==> src/dls_consts.vh <==
/*
  Constants for the diagnostic LED status encoder: register offsets,
  field positions, reset values, flash timing and colour codes.
  Assumes inclusion by bare name from the design file.
*/
`ifndef DLS_CONSTS_VH
`define DLS_CONSTS_VH

// Register byte offsets
`define DLS_REG_STATUS   4'h0
`define DLS_REG_CTRL     4'h4
`define DLS_REG_IRQSTAT  4'h8
`define DLS_REG_IRQMASK  4'hc
`define DLS_REG_LEDS     4'h0
// Status register field positions (RO)
`define DLS_ST_DETERMINED 0
`define DLS_ST_FAULT      1
`define DLS_ST_COMMISSION 2
`define DLS_ST_BADCARD    3
`define DLS_ST_PNLINK     4
`define DLS_ST_NAMING     5
`define DLS_ST_SAFEEN     6
`define DLS_ST_SAFEACT    7
`define DLS_ST_SAFEFLT    8
// Control register fields
`define DLS_CTRL_PROTO_LSB 0
`define DLS_CTRL_PROTO_MSB 7
`define DLS_CTRL_BUSSEL    8
`define DLS_CTRL_RESET     32'h0000_0000
// Interrupt bits
`define DLS_IRQ_FAULT   0
`define DLS_IRQ_BADCARD 1
`define DLS_IRQ_SAFEFLT 2
`define DLS_IRQ_BUSLOSS 3
`define DLS_IRQ_WIDTH   4
`define DLS_IRQMASK_RESET 4'h0
// Flash timing: half periods in ms, clock in kHz
`define DLS_CLK_KHZ      40000
`define DLS_SLOW_HALF_MS 10'h1f4
`define DLS_FAST_HALF_MS 10'h07d
`define DLS_TICK_CYCLES  16'h9c40
// Pattern codes
`define DLS_PAT_OFF  2'h0
`define DLS_PAT_ON   2'h1
`define DLS_PAT_SLOW 2'h2
`define DLS_PAT_FAST 2'h3
// Colour codes
`define DLS_COL_OFF    2'h0
`define DLS_COL_GREEN  2'h1
`define DLS_COL_RED    2'h2
`define DLS_COL_ORANGE 2'h3
// AXI responses
`define DLS_RESP_OKAY   2'h0
`define DLS_RESP_SLVERR 2'h2

`endif

==> src/dls_led_encoder.v <==
/*
  Diagnostic LED status encoder: turns drive status inputs into on, off,
  slow and fast flash patterns on ready, bus-fault, link and safety LEDs,
  with an AXI4-Lite register slave and a masked level interrupt.
  Assumes all status inputs are synchronous to clk.
*/
`timescale 1ns/10ps
`default_nettype none
`include "dls_consts.vh"

// Behaviour
// - Ready LED orange after power-up until state is determined, then red/green.
// - LEDs use on, off, slow flash and fast flash (link LED has no fast flash), rates distinct.
// - Ready LED steady green when no fault is present.
// - Ready LED slow green flash during commissioning or factory reset.
// - Ready LED fast red flash while a fault is present.
// - Bad memory card: ready and bus-fault LEDs both fast red flash.
// - Link LED steady green while PROFINET communication works.
// - Link LED slow green flash while device naming is active.
// - Link LED off without PROFINET communication.
// - RS485: bus-fault on with data, red slow idle bus, red fast no activity.
// - PROFIBUS: bus-fault off in cyclic exchange or protocol select zero.
// - PROFIBUS: bus-fault red slow flash on configuration fault.
// - PROFIBUS: bus-fault red fast on no exchange, baud search, no connection.
// - Safety LED steady yellow when enabled but no function active.
// - Safety LED slow yellow flash when active without safety fault.
// - Safety LED fast yellow flash on safety function fault.
module dls_led_encoder (
  // Clock and reset
  input  wire        clk,
  input  wire        rst_b,
  // Drive status
  input  wire        stateDetermined,
  input  wire        faultPresent,
  input  wire        commissioning,
  input  wire        badMemoryCard,
  // PROFINET
  input  wire        pnCommOk,
  input  wire        deviceNaming,
  // RS485
  input  wire        rsProcessData,
  input  wire        rsBusActive,
  // PROFIBUS
  input  wire        pbCyclicData,
  input  wire        pbConfigFault,
  input  wire        pbNoExchange,
  input  wire        pbBaudSearch,
  input  wire        pbNoConnection,
  // Safety
  input  wire        safeEnabled,
  input  wire        safeActive,
  input  wire        safeFault,
  // LEDs: colour code for ready and bus-fault, link is on/off, safety is yellow on/off
  output reg  [1:0]  readyLed,
  output reg  [1:0]  bus_fault_indicator,
  output reg         link_indicator,
  output reg         safetyLed,
  // Interrupt
  output reg         irq,
  // AXI4-Lite write address
  input  wire [3:0]  s_axi_awaddr,
  input  wire        s_axi_awvalid,
  output reg         s_axi_awready,
  // AXI4-Lite write data
  input  wire [31:0] s_axi_wdata,
  input  wire [3:0]  s_axi_wstrb,
  input  wire        s_axi_wvalid,
  output reg         s_axi_wready,
  // AXI4-Lite write response
  output reg  [1:0]  s_axi_bresp,
  output reg         s_axi_bvalid,
  input  wire        s_axi_bready,
  // AXI4-Lite read address
  input  wire [3:0]  s_axi_araddr,
  input  wire        s_axi_arvalid,
  output reg         s_axi_arready,
  // AXI4-Lite read data
  output reg  [31:0] s_axi_rdata,
  output reg  [1:0]  s_axi_rresp,
  output reg         s_axi_rvalid,
  input  wire        s_axi_rready
);

  localparam [15:0] TICK_MAX    = `DLS_TICK_CYCLES - 16'h0001;
  localparam [9:0]  SLOW_HALF   = `DLS_SLOW_HALF_MS;
  localparam [9:0]  FAST_HALF   = `DLS_FAST_HALF_MS;
  // Registers decode on address bits 3:2 only, so offsets wrap
  localparam [3:0]  REG_STATUS  = `DLS_REG_STATUS;
  localparam [3:0]  REG_CTRL    = `DLS_REG_CTRL;
  localparam [3:0]  REG_IRQSTAT = `DLS_REG_IRQSTAT;
  localparam [3:0]  REG_IRQMASK = `DLS_REG_IRQMASK;
  localparam [31:0] CTRL_RESET  = `DLS_CTRL_RESET;

  reg  [15:0] tickCnt;
  reg  [9:0]  slowCnt;
  reg  [9:0]  fastCnt;
  reg         slowPhase;
  reg         fastPhase;
  reg  [7:0]  fieldbus_protocol_select;
  reg         busIsPb;
  reg  [`DLS_IRQ_WIDTH-1:0] irqStat;
  reg  [`DLS_IRQ_WIDTH-1:0] irqMask;
  reg  [`DLS_IRQ_WIDTH-1:0] evPrev;
  reg  [1:0]  next_readyLed;
  reg  [1:0]  next_busLed;
  reg         next_linkLed;
  reg         next_safetyLed;
  reg  [1:0]  readyPat;
  reg  [1:0]  busPat;
  reg  [1:0]  linkPat;
  reg  [1:0]  safePat;
  reg  [3:0]  awAddr;
  reg  [31:0] wData;
  reg  [3:0]  wStrb;
  reg         awHeld;
  reg         wHeld;
  wire [`DLS_IRQ_WIDTH-1:0] evNow;
  wire [`DLS_IRQ_WIDTH-1:0] evRise;
  wire [`DLS_IRQ_WIDTH-1:0] next_irqStat;
  wire        busLoss;
  wire        pbFast;
  wire        tickHit;
  wire        rdStatClr;
  wire [31:0] statusWord;

  // One millisecond tick feeds both flash dividers
  // Phases start dark; first toggle comes a full half period after reset
  assign tickHit = (tickCnt == TICK_MAX);

  always @(posedge clk or negedge rst_b) begin
    if (!rst_b) begin
      tickCnt   <= 16'h0000;
      slowCnt   <= 10'h000;
      fastCnt   <= 10'h000;
      slowPhase <= 1'b0;
      fastPhase <= 1'b0;
    end else begin
      tickCnt <= tickHit ? 16'h0000 : tickCnt + 16'h0001;
      if (tickHit) begin
        if (slowCnt == SLOW_HALF - 10'h001) begin
          slowCnt   <= 10'h000;
          slowPhase <= ~slowPhase;
        end else begin
          slowCnt <= slowCnt + 10'h001;
        end
        if (fastCnt == FAST_HALF - 10'h001) begin
          fastCnt   <= 10'h000;
          fastPhase <= ~fastPhase;
        end else begin
          fastCnt <= fastCnt + 10'h001;
        end
      end
    end
  end

  function lit;
    input [1:0] pat;
    input       slowP;
    input       fastP;
    begin
      case (pat)
        `DLS_PAT_ON:   lit = 1'b1;
        `DLS_PAT_SLOW: lit = slowP;
        `DLS_PAT_FAST: lit = fastP;
        default:       lit = 1'b0;
      endcase
    end
  endfunction

  // Missing cyclic exchange counts as no data exchange
  assign pbFast = pbNoExchange | pbBaudSearch | pbNoConnection | ~pbCyclicData;

  always @* begin
    readyPat = `DLS_PAT_ON;
    busPat   = `DLS_PAT_OFF;
    linkPat  = `DLS_PAT_OFF;
    safePat  = `DLS_PAT_OFF;
    next_readyLed = `DLS_COL_GREEN;
    next_busLed   = `DLS_COL_OFF;
    // Ready LED, severity order card, fault, commissioning, normal
    if (!stateDetermined) begin
      next_readyLed = `DLS_COL_ORANGE;
    end else if (badMemoryCard) begin
      readyPat      = `DLS_PAT_FAST;
      next_readyLed = `DLS_COL_RED;
    end else if (faultPresent) begin
      readyPat      = `DLS_PAT_FAST;
      next_readyLed = `DLS_COL_RED;
    end else if (commissioning) begin
      readyPat = `DLS_PAT_SLOW;
    end else begin
      readyPat = `DLS_PAT_ON;
    end
    if (!lit(readyPat, slowPhase, fastPhase))
      next_readyLed = `DLS_COL_OFF;
    // Bus-fault LED; RS485 steady-on shown green, the only non-red state
    if (badMemoryCard) begin
      busPat = `DLS_PAT_FAST;
      next_busLed = `DLS_COL_RED;
    end else if (fieldbus_protocol_select == 8'h00) begin
      busPat = `DLS_PAT_OFF;
    end else if (busIsPb) begin
      next_busLed = `DLS_COL_RED;
      if (pbConfigFault)
        busPat = `DLS_PAT_SLOW;
      else if (pbFast)
        busPat = `DLS_PAT_FAST;
      else
        busPat = `DLS_PAT_OFF;
    end else begin
      next_busLed = `DLS_COL_RED;
      if (rsProcessData) begin
        busPat = `DLS_PAT_ON;
        next_busLed = `DLS_COL_GREEN;
      end else if (rsBusActive)
        busPat = `DLS_PAT_SLOW;
      else
        busPat = `DLS_PAT_FAST;
    end
    if (!lit(busPat, slowPhase, fastPhase))
      next_busLed = `DLS_COL_OFF;
    // Link LED
    if (deviceNaming)
      linkPat = `DLS_PAT_SLOW;
    else if (pnCommOk)
      linkPat = `DLS_PAT_ON;
    else
      linkPat = `DLS_PAT_OFF;
    next_linkLed = lit(linkPat, slowPhase, fastPhase);
    // Safety LED
    if (safeFault)
      safePat = `DLS_PAT_FAST;
    else if (safeActive)
      safePat = `DLS_PAT_SLOW;
    else if (safeEnabled)
      safePat = `DLS_PAT_ON;
    else
      safePat = `DLS_PAT_OFF;
    next_safetyLed = lit(safePat, slowPhase, fastPhase);
  end

  always @(posedge clk or negedge rst_b) begin
    if (!rst_b) begin
      readyLed            <= `DLS_COL_ORANGE;
      bus_fault_indicator <= `DLS_COL_OFF;
      link_indicator      <= 1'b0;
      safetyLed           <= 1'b0;
    end else begin
      readyLed            <= next_readyLed;
      bus_fault_indicator <= next_busLed;
      link_indicator      <= next_linkLed;
      safetyLed           <= next_safetyLed;
    end
  end

  // Interrupt events: rising edges of fault conditions
  // Bus loss counts only while a fieldbus is selected: no false edge after reset
  assign busLoss = (fieldbus_protocol_select != 8'h00) &
                   (busIsPb ? pbFast : ~rsBusActive);
  assign evNow = {busLoss, safeFault, badMemoryCard, faultPresent};
  assign evRise = evNow & ~evPrev;
  assign rdStatClr = s_axi_arvalid & s_axi_arready &
                     (s_axi_araddr[3:2] == REG_IRQSTAT[3:2]);
  // New event beats the read clear in the same cycle
  assign next_irqStat = (rdStatClr ? {`DLS_IRQ_WIDTH{1'b0}} : irqStat) | evRise;

  // Status word shows live inputs the encoder acts on
  assign statusWord = {23'h000000, safeFault, safeActive, safeEnabled, deviceNaming,
                       pnCommOk, badMemoryCard, commissioning, faultPresent,
                       stateDetermined};

  always @(posedge clk or negedge rst_b) begin
    if (!rst_b) begin
      evPrev  <= {`DLS_IRQ_WIDTH{1'b0}};
      irqStat <= {`DLS_IRQ_WIDTH{1'b0}};
      irq     <= 1'b0;
    end else begin
      evPrev  <= evNow;
      irqStat <= next_irqStat;
      irq     <= |(next_irqStat & irqMask);
    end
  end

  // AXI4-Lite write path: address and data latched independently
  always @(posedge clk or negedge rst_b) begin
    if (!rst_b) begin
      s_axi_awready <= 1'b1;
      s_axi_wready  <= 1'b1;
      s_axi_bvalid  <= 1'b0;
      s_axi_bresp   <= `DLS_RESP_OKAY;
      awHeld <= 1'b0;
      wHeld  <= 1'b0;
      awAddr <= 4'h0;
      wData  <= 32'h0000_0000;
      wStrb  <= 4'h0;
      fieldbus_protocol_select <= CTRL_RESET[`DLS_CTRL_PROTO_MSB:`DLS_CTRL_PROTO_LSB];
      busIsPb <= CTRL_RESET[`DLS_CTRL_BUSSEL];
      irqMask <= `DLS_IRQMASK_RESET;
    end else begin
      if (s_axi_awvalid && s_axi_awready) begin
        awAddr <= s_axi_awaddr;
        awHeld <= 1'b1;
        s_axi_awready <= 1'b0;
      end
      if (s_axi_wvalid && s_axi_wready) begin
        wData <= s_axi_wdata;
        wStrb <= s_axi_wstrb;
        wHeld <= 1'b1;
        s_axi_wready <= 1'b0;
      end
      if (awHeld && wHeld && !s_axi_bvalid) begin
        awHeld <= 1'b0;
        wHeld  <= 1'b0;
        s_axi_bvalid <= 1'b1;
        s_axi_bresp  <= `DLS_RESP_OKAY;
        // Every word is mapped, so the error response is never taken
        case (awAddr[3:2])
          REG_CTRL[3:2]: begin
            if (wStrb[0])
              fieldbus_protocol_select <= wData[`DLS_CTRL_PROTO_MSB:`DLS_CTRL_PROTO_LSB];
            if (wStrb[1])
              busIsPb <= wData[`DLS_CTRL_BUSSEL];
          end
          REG_IRQMASK[3:2]: begin
            if (wStrb[0])
              irqMask <= wData[`DLS_IRQ_WIDTH-1:0];
          end
          REG_STATUS[3:2], REG_IRQSTAT[3:2]: s_axi_bresp <= `DLS_RESP_OKAY;
          default: s_axi_bresp <= `DLS_RESP_SLVERR;
        endcase
      end
      if (s_axi_bvalid && s_axi_bready) begin
        s_axi_bvalid  <= 1'b0;
        s_axi_awready <= 1'b1;
        s_axi_wready  <= 1'b1;
      end
    end
  end

  // AXI4-Lite read path
  always @(posedge clk or negedge rst_b) begin
    if (!rst_b) begin
      s_axi_arready <= 1'b1;
      s_axi_rvalid  <= 1'b0;
      s_axi_rdata   <= 32'h0000_0000;
      s_axi_rresp   <= `DLS_RESP_OKAY;
    end else begin
      if (s_axi_arvalid && s_axi_arready) begin
        s_axi_arready <= 1'b0;
        s_axi_rvalid  <= 1'b1;
        s_axi_rresp   <= `DLS_RESP_OKAY;
        // Status read returns the value before its clear
        case (s_axi_araddr[3:2])
          REG_STATUS[3:2]:  s_axi_rdata <= statusWord;
          REG_CTRL[3:2]:    s_axi_rdata <= {23'h000000, busIsPb, fieldbus_protocol_select};
          REG_IRQSTAT[3:2]: s_axi_rdata <= {28'h0000000, irqStat};
          REG_IRQMASK[3:2]: s_axi_rdata <= {28'h0000000, irqMask};
          default: s_axi_rdata <= 32'h0000_0000;
        endcase
      end
      if (s_axi_rvalid && s_axi_rready) begin
        s_axi_rvalid  <= 1'b0;
        s_axi_arready <= 1'b1;
      end
    end
  end

endmodule
`default_nettype wire

==> config.mk <==
export PLATFORM = sky130hd
export DESIGN_NAME = dls_led_encoder
export DESIGN_NICKNAME = d
export VERILOG_FILES = /design/src/dls_led_encoder.v
export VERILOG_INCLUDE_DIRS = /design/src /design/src/src
export SDC_FILE = /design/constraint.sdc
export NUM_CORES = 1
export LEC_CHECK = 0
export BUFFER_PORTS_ARGS = -buffer_cell sky130_fd_sc_hd__buf_2
export CORE_MARGIN = 3
export CORE_UTILIZATION = 48
export CTS_CLUSTER_SIZE = 10
export DETAILED_ROUTE_END_ITERATION = 8
export PLACE_DENSITY = 0.73
export SLEW_MARGIN = 10
export SYNTH_ARGS = -nofsm -noshare
export SYNTH_HDL_FRONTEND = slang
export SYNTH_SLANG_ARGS = --single-unit
==> constraint.sdc <==
create_clock -name clk -period 2.15 [get_ports clk]
set_input_delay 0.215 -clock clk [delete_from_list [all_inputs] [get_ports clk]]
set_output_delay 0.215 -clock clk [all_outputs]
set_load 0.1 [all_outputs]
==> Flow_metrics.wiki <==
{| class="wikitable"
! Metric !! Value
|-
| Run status || finished, final reports clean
|-
| Height of the chip || 103 um
|-
| Rows || 34
|-
| DRC violation count after routing || 0
|-
| Maximum capacitance violations || 0
|-
| Final setup violation count || 0
|-
| Die area || 10600 sq um
|-
| Maximum single-stage delay on the critical path || 590 ps
|-
| Wire length of the first global-routing pass || 15.1 mm
|-
| Remaining number of nets flagged by the antenna check after routing || 0
|-
| Routed via count || 3275
|-
| Category of the most critical setup path || flop to flop
|-
| Fillers || 750
|-
| Post-synthesis cell count || 405
|-
| Share of synthesized cell area in and, or, nand and nor gates || 0.155
|-
| CP Depth || 6
|-
| Dominant combinational cell family by area after synthesis || simple AND/OR/NAND/NOR gates
|-
| Data arrival time of the critical path || 2370 ps
|-
| Worst reg-to-reg setup slack || 20 ps
|-
| Number of distinct library cells after synthesis || 51
|-
| Destination of the worst hold path || s_axi_wready
|-
| Primary FF master, synth || sky130_fd_sc_hd__dfrtp_1
|-
| Floorplan die width || 103 um
|-
| Final Cycle Share || 0.989
|-
| Final Skew || 8.71 ps
|-
| DR pass1 iterations || 4
|-
| Post-detailed-placement cell area || 4920 sq um
|-
| Mux cell area share after synthesis || 0.124
|-
| Final core area utilization || 0.579
|-
| Internal Power || 3230 uW
|-
| Total of warnings raised by yosys || 0
|-
| Floorplan Core Area || 8930 sq um
|-
| Clock tree from TritonCTS || yes
|-
| Post-route met1 wirelength || 4.11 mm
|-
| Final routed wirelength across all metal layers || 9.11 mm
|-
| Launch instance of the worst min-delay path || s_axi_wvalid
|-
| Initial Utilization || 0.505
|-
| Share of synthesized flip-flops with an asynchronous set or reset || 1.00
|-
| Layout Cells excl Fill || 596
|-
| Terminus of the critical flop-to-flop path || slowCnt[2]
|-
| Share of Yosys cell area claimed by the top area cell type || 0.499
|-
| Diode insertion count for antenna repair || 0
|-
| Layout cells sized above 1 || 0.289
|-
| Synth top area cells || sky130_fd_sc_hd__dfrtp_1 50%, sky130_fd_sc_hd__mux2_2 8.2%, sky130_fd_sc_hd__buf_4 4.5%
|-
| CP Launch Type || flop
|-
| R2r worst-path depth || 6
|-
| Antenna violations before repair || 0
|-
| Remaining global-route overflow || 0
|-
| Clock network fraction of design power || 0.196
|-
| Power after layout || 5730 uW
|-
| Final TNS setup || 0 ps
|-
| Share of power burned in registers || 0.438
|-
| Cell Pwr Density || 1110 nW/um^2
|-
| Worst hold-check path type || input port to flop
|-
| CP cell instances || or4b_1 > buf_4 > nor4_2 > buf_4 > nand2_1 > mux2_2
|-
| Highest signal layer in the routed design || met4
|-
| Max VDD drop || 0.713 mV
|-
| Cell family with most CP delay || simple AND/OR/NAND/NOR gates
|-
| Static Leak || 0.00252 uW
|-
| Relative slew slack || 0.658
|-
| Number of max-slew violations in the final report || 0
|-
| Library cell with the largest summed area after synthesis || sky130_fd_sc_hd__dfrtp_1
|-
| Overall global routing resource usage || 0.182
|-
| Reg2Reg Launch Point || tickCnt[8]
|-
| Worst skew pair latency || 360 ps
|-
| WL met3 || 579 um
|-
| Library cell used as clock root buffer || sky130_fd_sc_hd__clkbuf_8
|-
| Vias per Instance || 5.49
|-
| Synthesized-area fraction occupied by adder cells || 0.0111
|-
| Synth Area in Compound Gates || 0.0804
|-
| Sw Share || 0.436
|-
| Type of element capturing the critical path || flop
|-
| Cell with the largest stage delay on the worst path || sky130_fd_sc_hd__or4b_1
|-
| Buf+Inv Stages, Crit Path || 2
|-
| Worst endpoint required time || 2400 ps
|-
| Detailed route wirelength on metal2 || 4.30 mm
|-
| Peak clock frequency supported by timing || 470 MHz
|-
| Sw Pwr || 2490 uW
|-
| Worst-Margin Slew || 512 ps
|-
| Final estimated routing congestion in global placement || 0.868
|-
| Number of I/O pins || 115
|-
| Footprint of the flip-flops and latches || 2380 sq um
|-
| RSZ-0062 raised after global routing || yes
|-
| Synth Cell Area || 4510 sq um
|-
| Final cell area excluding filler cells || 5170 sq um
|-
| NumNets Final || 554
|-
| Port Buf Inserts || 58
|-
| Largest fanout on the critical path || 9
|-
| Relative area change from synthesis to final layout || 14.7%
|-
| Avg Synthesized Cell Area || 11.1 sq um
|-
| Final Hold Violating Endpoints || 0
|-
| Area of combinational cells with multiple inputs || 1940 sq um
|-
| Number of synthesized flops with an enable pin || 0
|-
| Clock-pin slew on the worst setup and hold paths || 90 ps
|-
| Number of clock buffers inserted by TritonCTS || 9
|-
| Largest net degree at the start of global routing || 42
|-
| Clock buffer depth || 2
|-
| Placed insts || 574
|-
| H-Tree Depth || 3
|-
| Count of clock tree sinks || 95
|-
| Number of cells traversed by the worst hold path || 2
|-
| Share of the yosys chip area belonging to registers || 0.528
|-
| Placed wire-length estimate || 6.60 mm
|-
| DR iter-0 viols || 233
|-
| Critical Path Most Common Cell || sky130_fd_sc_hd__buf_4
|-
| Number of global-route vias before repair || 3194
|-
| Tmin final || 2130 ps
|-
| DR WL/cell || 15.3 um
|-
| Post-Synth XOR/XNOR Area || 0.0330
|-
| Portion of total power attributed to combinational logic || 0.366
|-
| FF+latch count, synth || 95
|}
[power groups by stage]
stage | logic [uW] | clock network [uW] | registers [uW]
4_1_cts | 2110 | 1160 | 2500
3_3_place_gp | 2060 | 0 | 2520
5_1_grt | 2230 | 1250 | 2560
3_5_place_dp | 2100 | 0 | 2540
6_report | 2100 | 1120 | 2510
2_1_floorplan | 915 | 0 | 3320
[synth_stat cells, types with 2 or more instances]
| cell | number |
|---|---|
| sky130_fd_sc_hd__nor2b_1 | 4 |
| sky130_fd_sc_hd__clkbuf_1 | 8 |
| sky130_fd_sc_hd__dfstp_2 | 5 |
| sky130_fd_sc_hd__a31oi_1 | 4 |
| sky130_fd_sc_hd__or4_1 | 3 |
| sky130_fd_sc_hd__mux2_2 | 33 |
| sky130_fd_sc_hd__mux4_2 | 4 |
| sky130_fd_sc_hd__nand2b_1 | 3 |
| sky130_fd_sc_hd__nand3_1 | 18 |
| sky130_fd_sc_hd__a21oi_1 | 10 |
| sky130_fd_sc_hd__and3_1 | 5 |
| sky130_fd_sc_hd__nand4_1 | 12 |
| sky130_fd_sc_hd__buf_2 | 3 |
| sky130_fd_sc_hd__and2_1 | 4 |
| sky130_fd_sc_hd__o2bb2ai_1 | 2 |
| sky130_fd_sc_hd__inv_1 | 15 |
| sky130_fd_sc_hd__and4_1 | 2 |
| sky130_fd_sc_hd__nor4_2 | 2 |
| sky130_fd_sc_hd__nor3_1 | 10 |
| sky130_fd_sc_hd__xnor2_1 | 8 |
| sky130_fd_sc_hd__nor4_1 | 3 |
| sky130_fd_sc_hd__a21o_1 | 2 |
| sky130_fd_sc_hd__buf_4 | 27 |
| sky130_fd_sc_hd__nand2_1 | 35 |
| sky130_fd_sc_hd__nor2_1 | 14 |
| sky130_fd_sc_hd__o21ai_0 | 25 |
| sky130_fd_sc_hd__xor2_1 | 9 |
| sky130_fd_sc_hd__nand3b_1 | 3 |
| sky130_fd_sc_hd__dfrtp_1 | 90 |
| sky130_fd_sc_hd__mux2i_1 | 10 |
| sky130_fd_sc_hd__or3_1 | 3 |
| sky130_fd_sc_hd__ha_1 | 4 |
| sky130_fd_sc_hd__o31ai_1 | 7 |
[stage by stage]
step                      hold slack [ps]  setup WS (ps)
after floorplan                     -80.6          0.824
after global placement                225           72.4
after detailed placement              227         -0.683
after CTS                            2.02          -10.5
after global routing                 5.69          -13.6
final                                26.8           24.2
[worst max path at each step]
stage                             from  slack (ps)                     endpoint
after global placement      tickCnt[6]          70                   slowCnt[5]
after detailed placement    tickCnt[6]        -0.7                   slowCnt[6]
after global routing        tickCnt[8]         -10                   slowCnt[5]
after floorplan           s_axi_bvalid         0.8  fieldbus_protocol_select[0]
after CTS                   tickCnt[8]         -10                   slowCnt[6]
final                       tickCnt[8]          20                   slowCnt[2]
[flip-flops by register name, summed over array words and instances, names as in the netlist, 2 cells and up]
register,cells
irqMask,4
fieldbus_protocol_select,8
tickCnt,16
irqStat,4
wStrb,2
readyLed,2
evPrev,4
slowCnt,10
bus_fault_indicator,2
wData,9
s_axi_rdata,9
awAddr,2
fastCnt,10
[cells in the final DEF, fill, tap and decap left out, drive strengths merged, types with 2 or more instances in the layout]
cell type	instances
nand2	35
and3	5
dfrtp	90
xnor2	8
and2	4
nor2	14
nor3	11
mux2i	10
xor2	9
o21ai	26
a31oi	4
nand2b	3
or3	3
nand4	12
buf	75
dfstp	5
nand3	18
and4	2
nor2b	4
o2bb2ai	2
o31ai	7
mux4	4
conb	27
ha	4
nand3b	3
nor4	5
mux2	33
or4b	2
a21o	2
inv	17
or4	3
clkinv	2
dlygate4sd3	4
a21oi	10
clkbuf	11
[kinds of logic after synthesis]
family | count (synthesis)
xor gates and xnor gates | 17
DFF | 95
adders and majority gates | 4
and+or+nand+nor | 129
AOI/OAI and AO/OA | 59
buffers and inverters | 53
other | 1
muxes | 47
[cell type report]
class / count / area share
well taps: 108 / 0.0261
flip-flops and latches: 95 / 0.461
multi-input cells: 283 / 0.374
inverters: 15 / 0.0109
clock inverters: 5 / 0.00750
repair buffers: 79 / 0.0914
clock buffers: 11 / 0.0293
[routing by layer]
layer | vias up | GRT usage
li1 | 1548 | -
met5 | - | 0
met3 | 9 | 0.0406
met2 | 111 | 0.288
met4 | 0 | 0.0707
met1 | 1607 | 0.245
[repair_timing]
| item | in CTS | in global routing |
|---|---|---|
| endpoints found under the setup margin | 3 | 15 |
| setup buffers | 0 | 2 |
| endpoints found under the hold margin | 41 | 0 |
| hold buffers | 4 | 0 |
| pin swaps | 0 | 0 |
| resized for setup | 0 | 3 |
No activity file was read; power rests on OpenSTA's default activity.
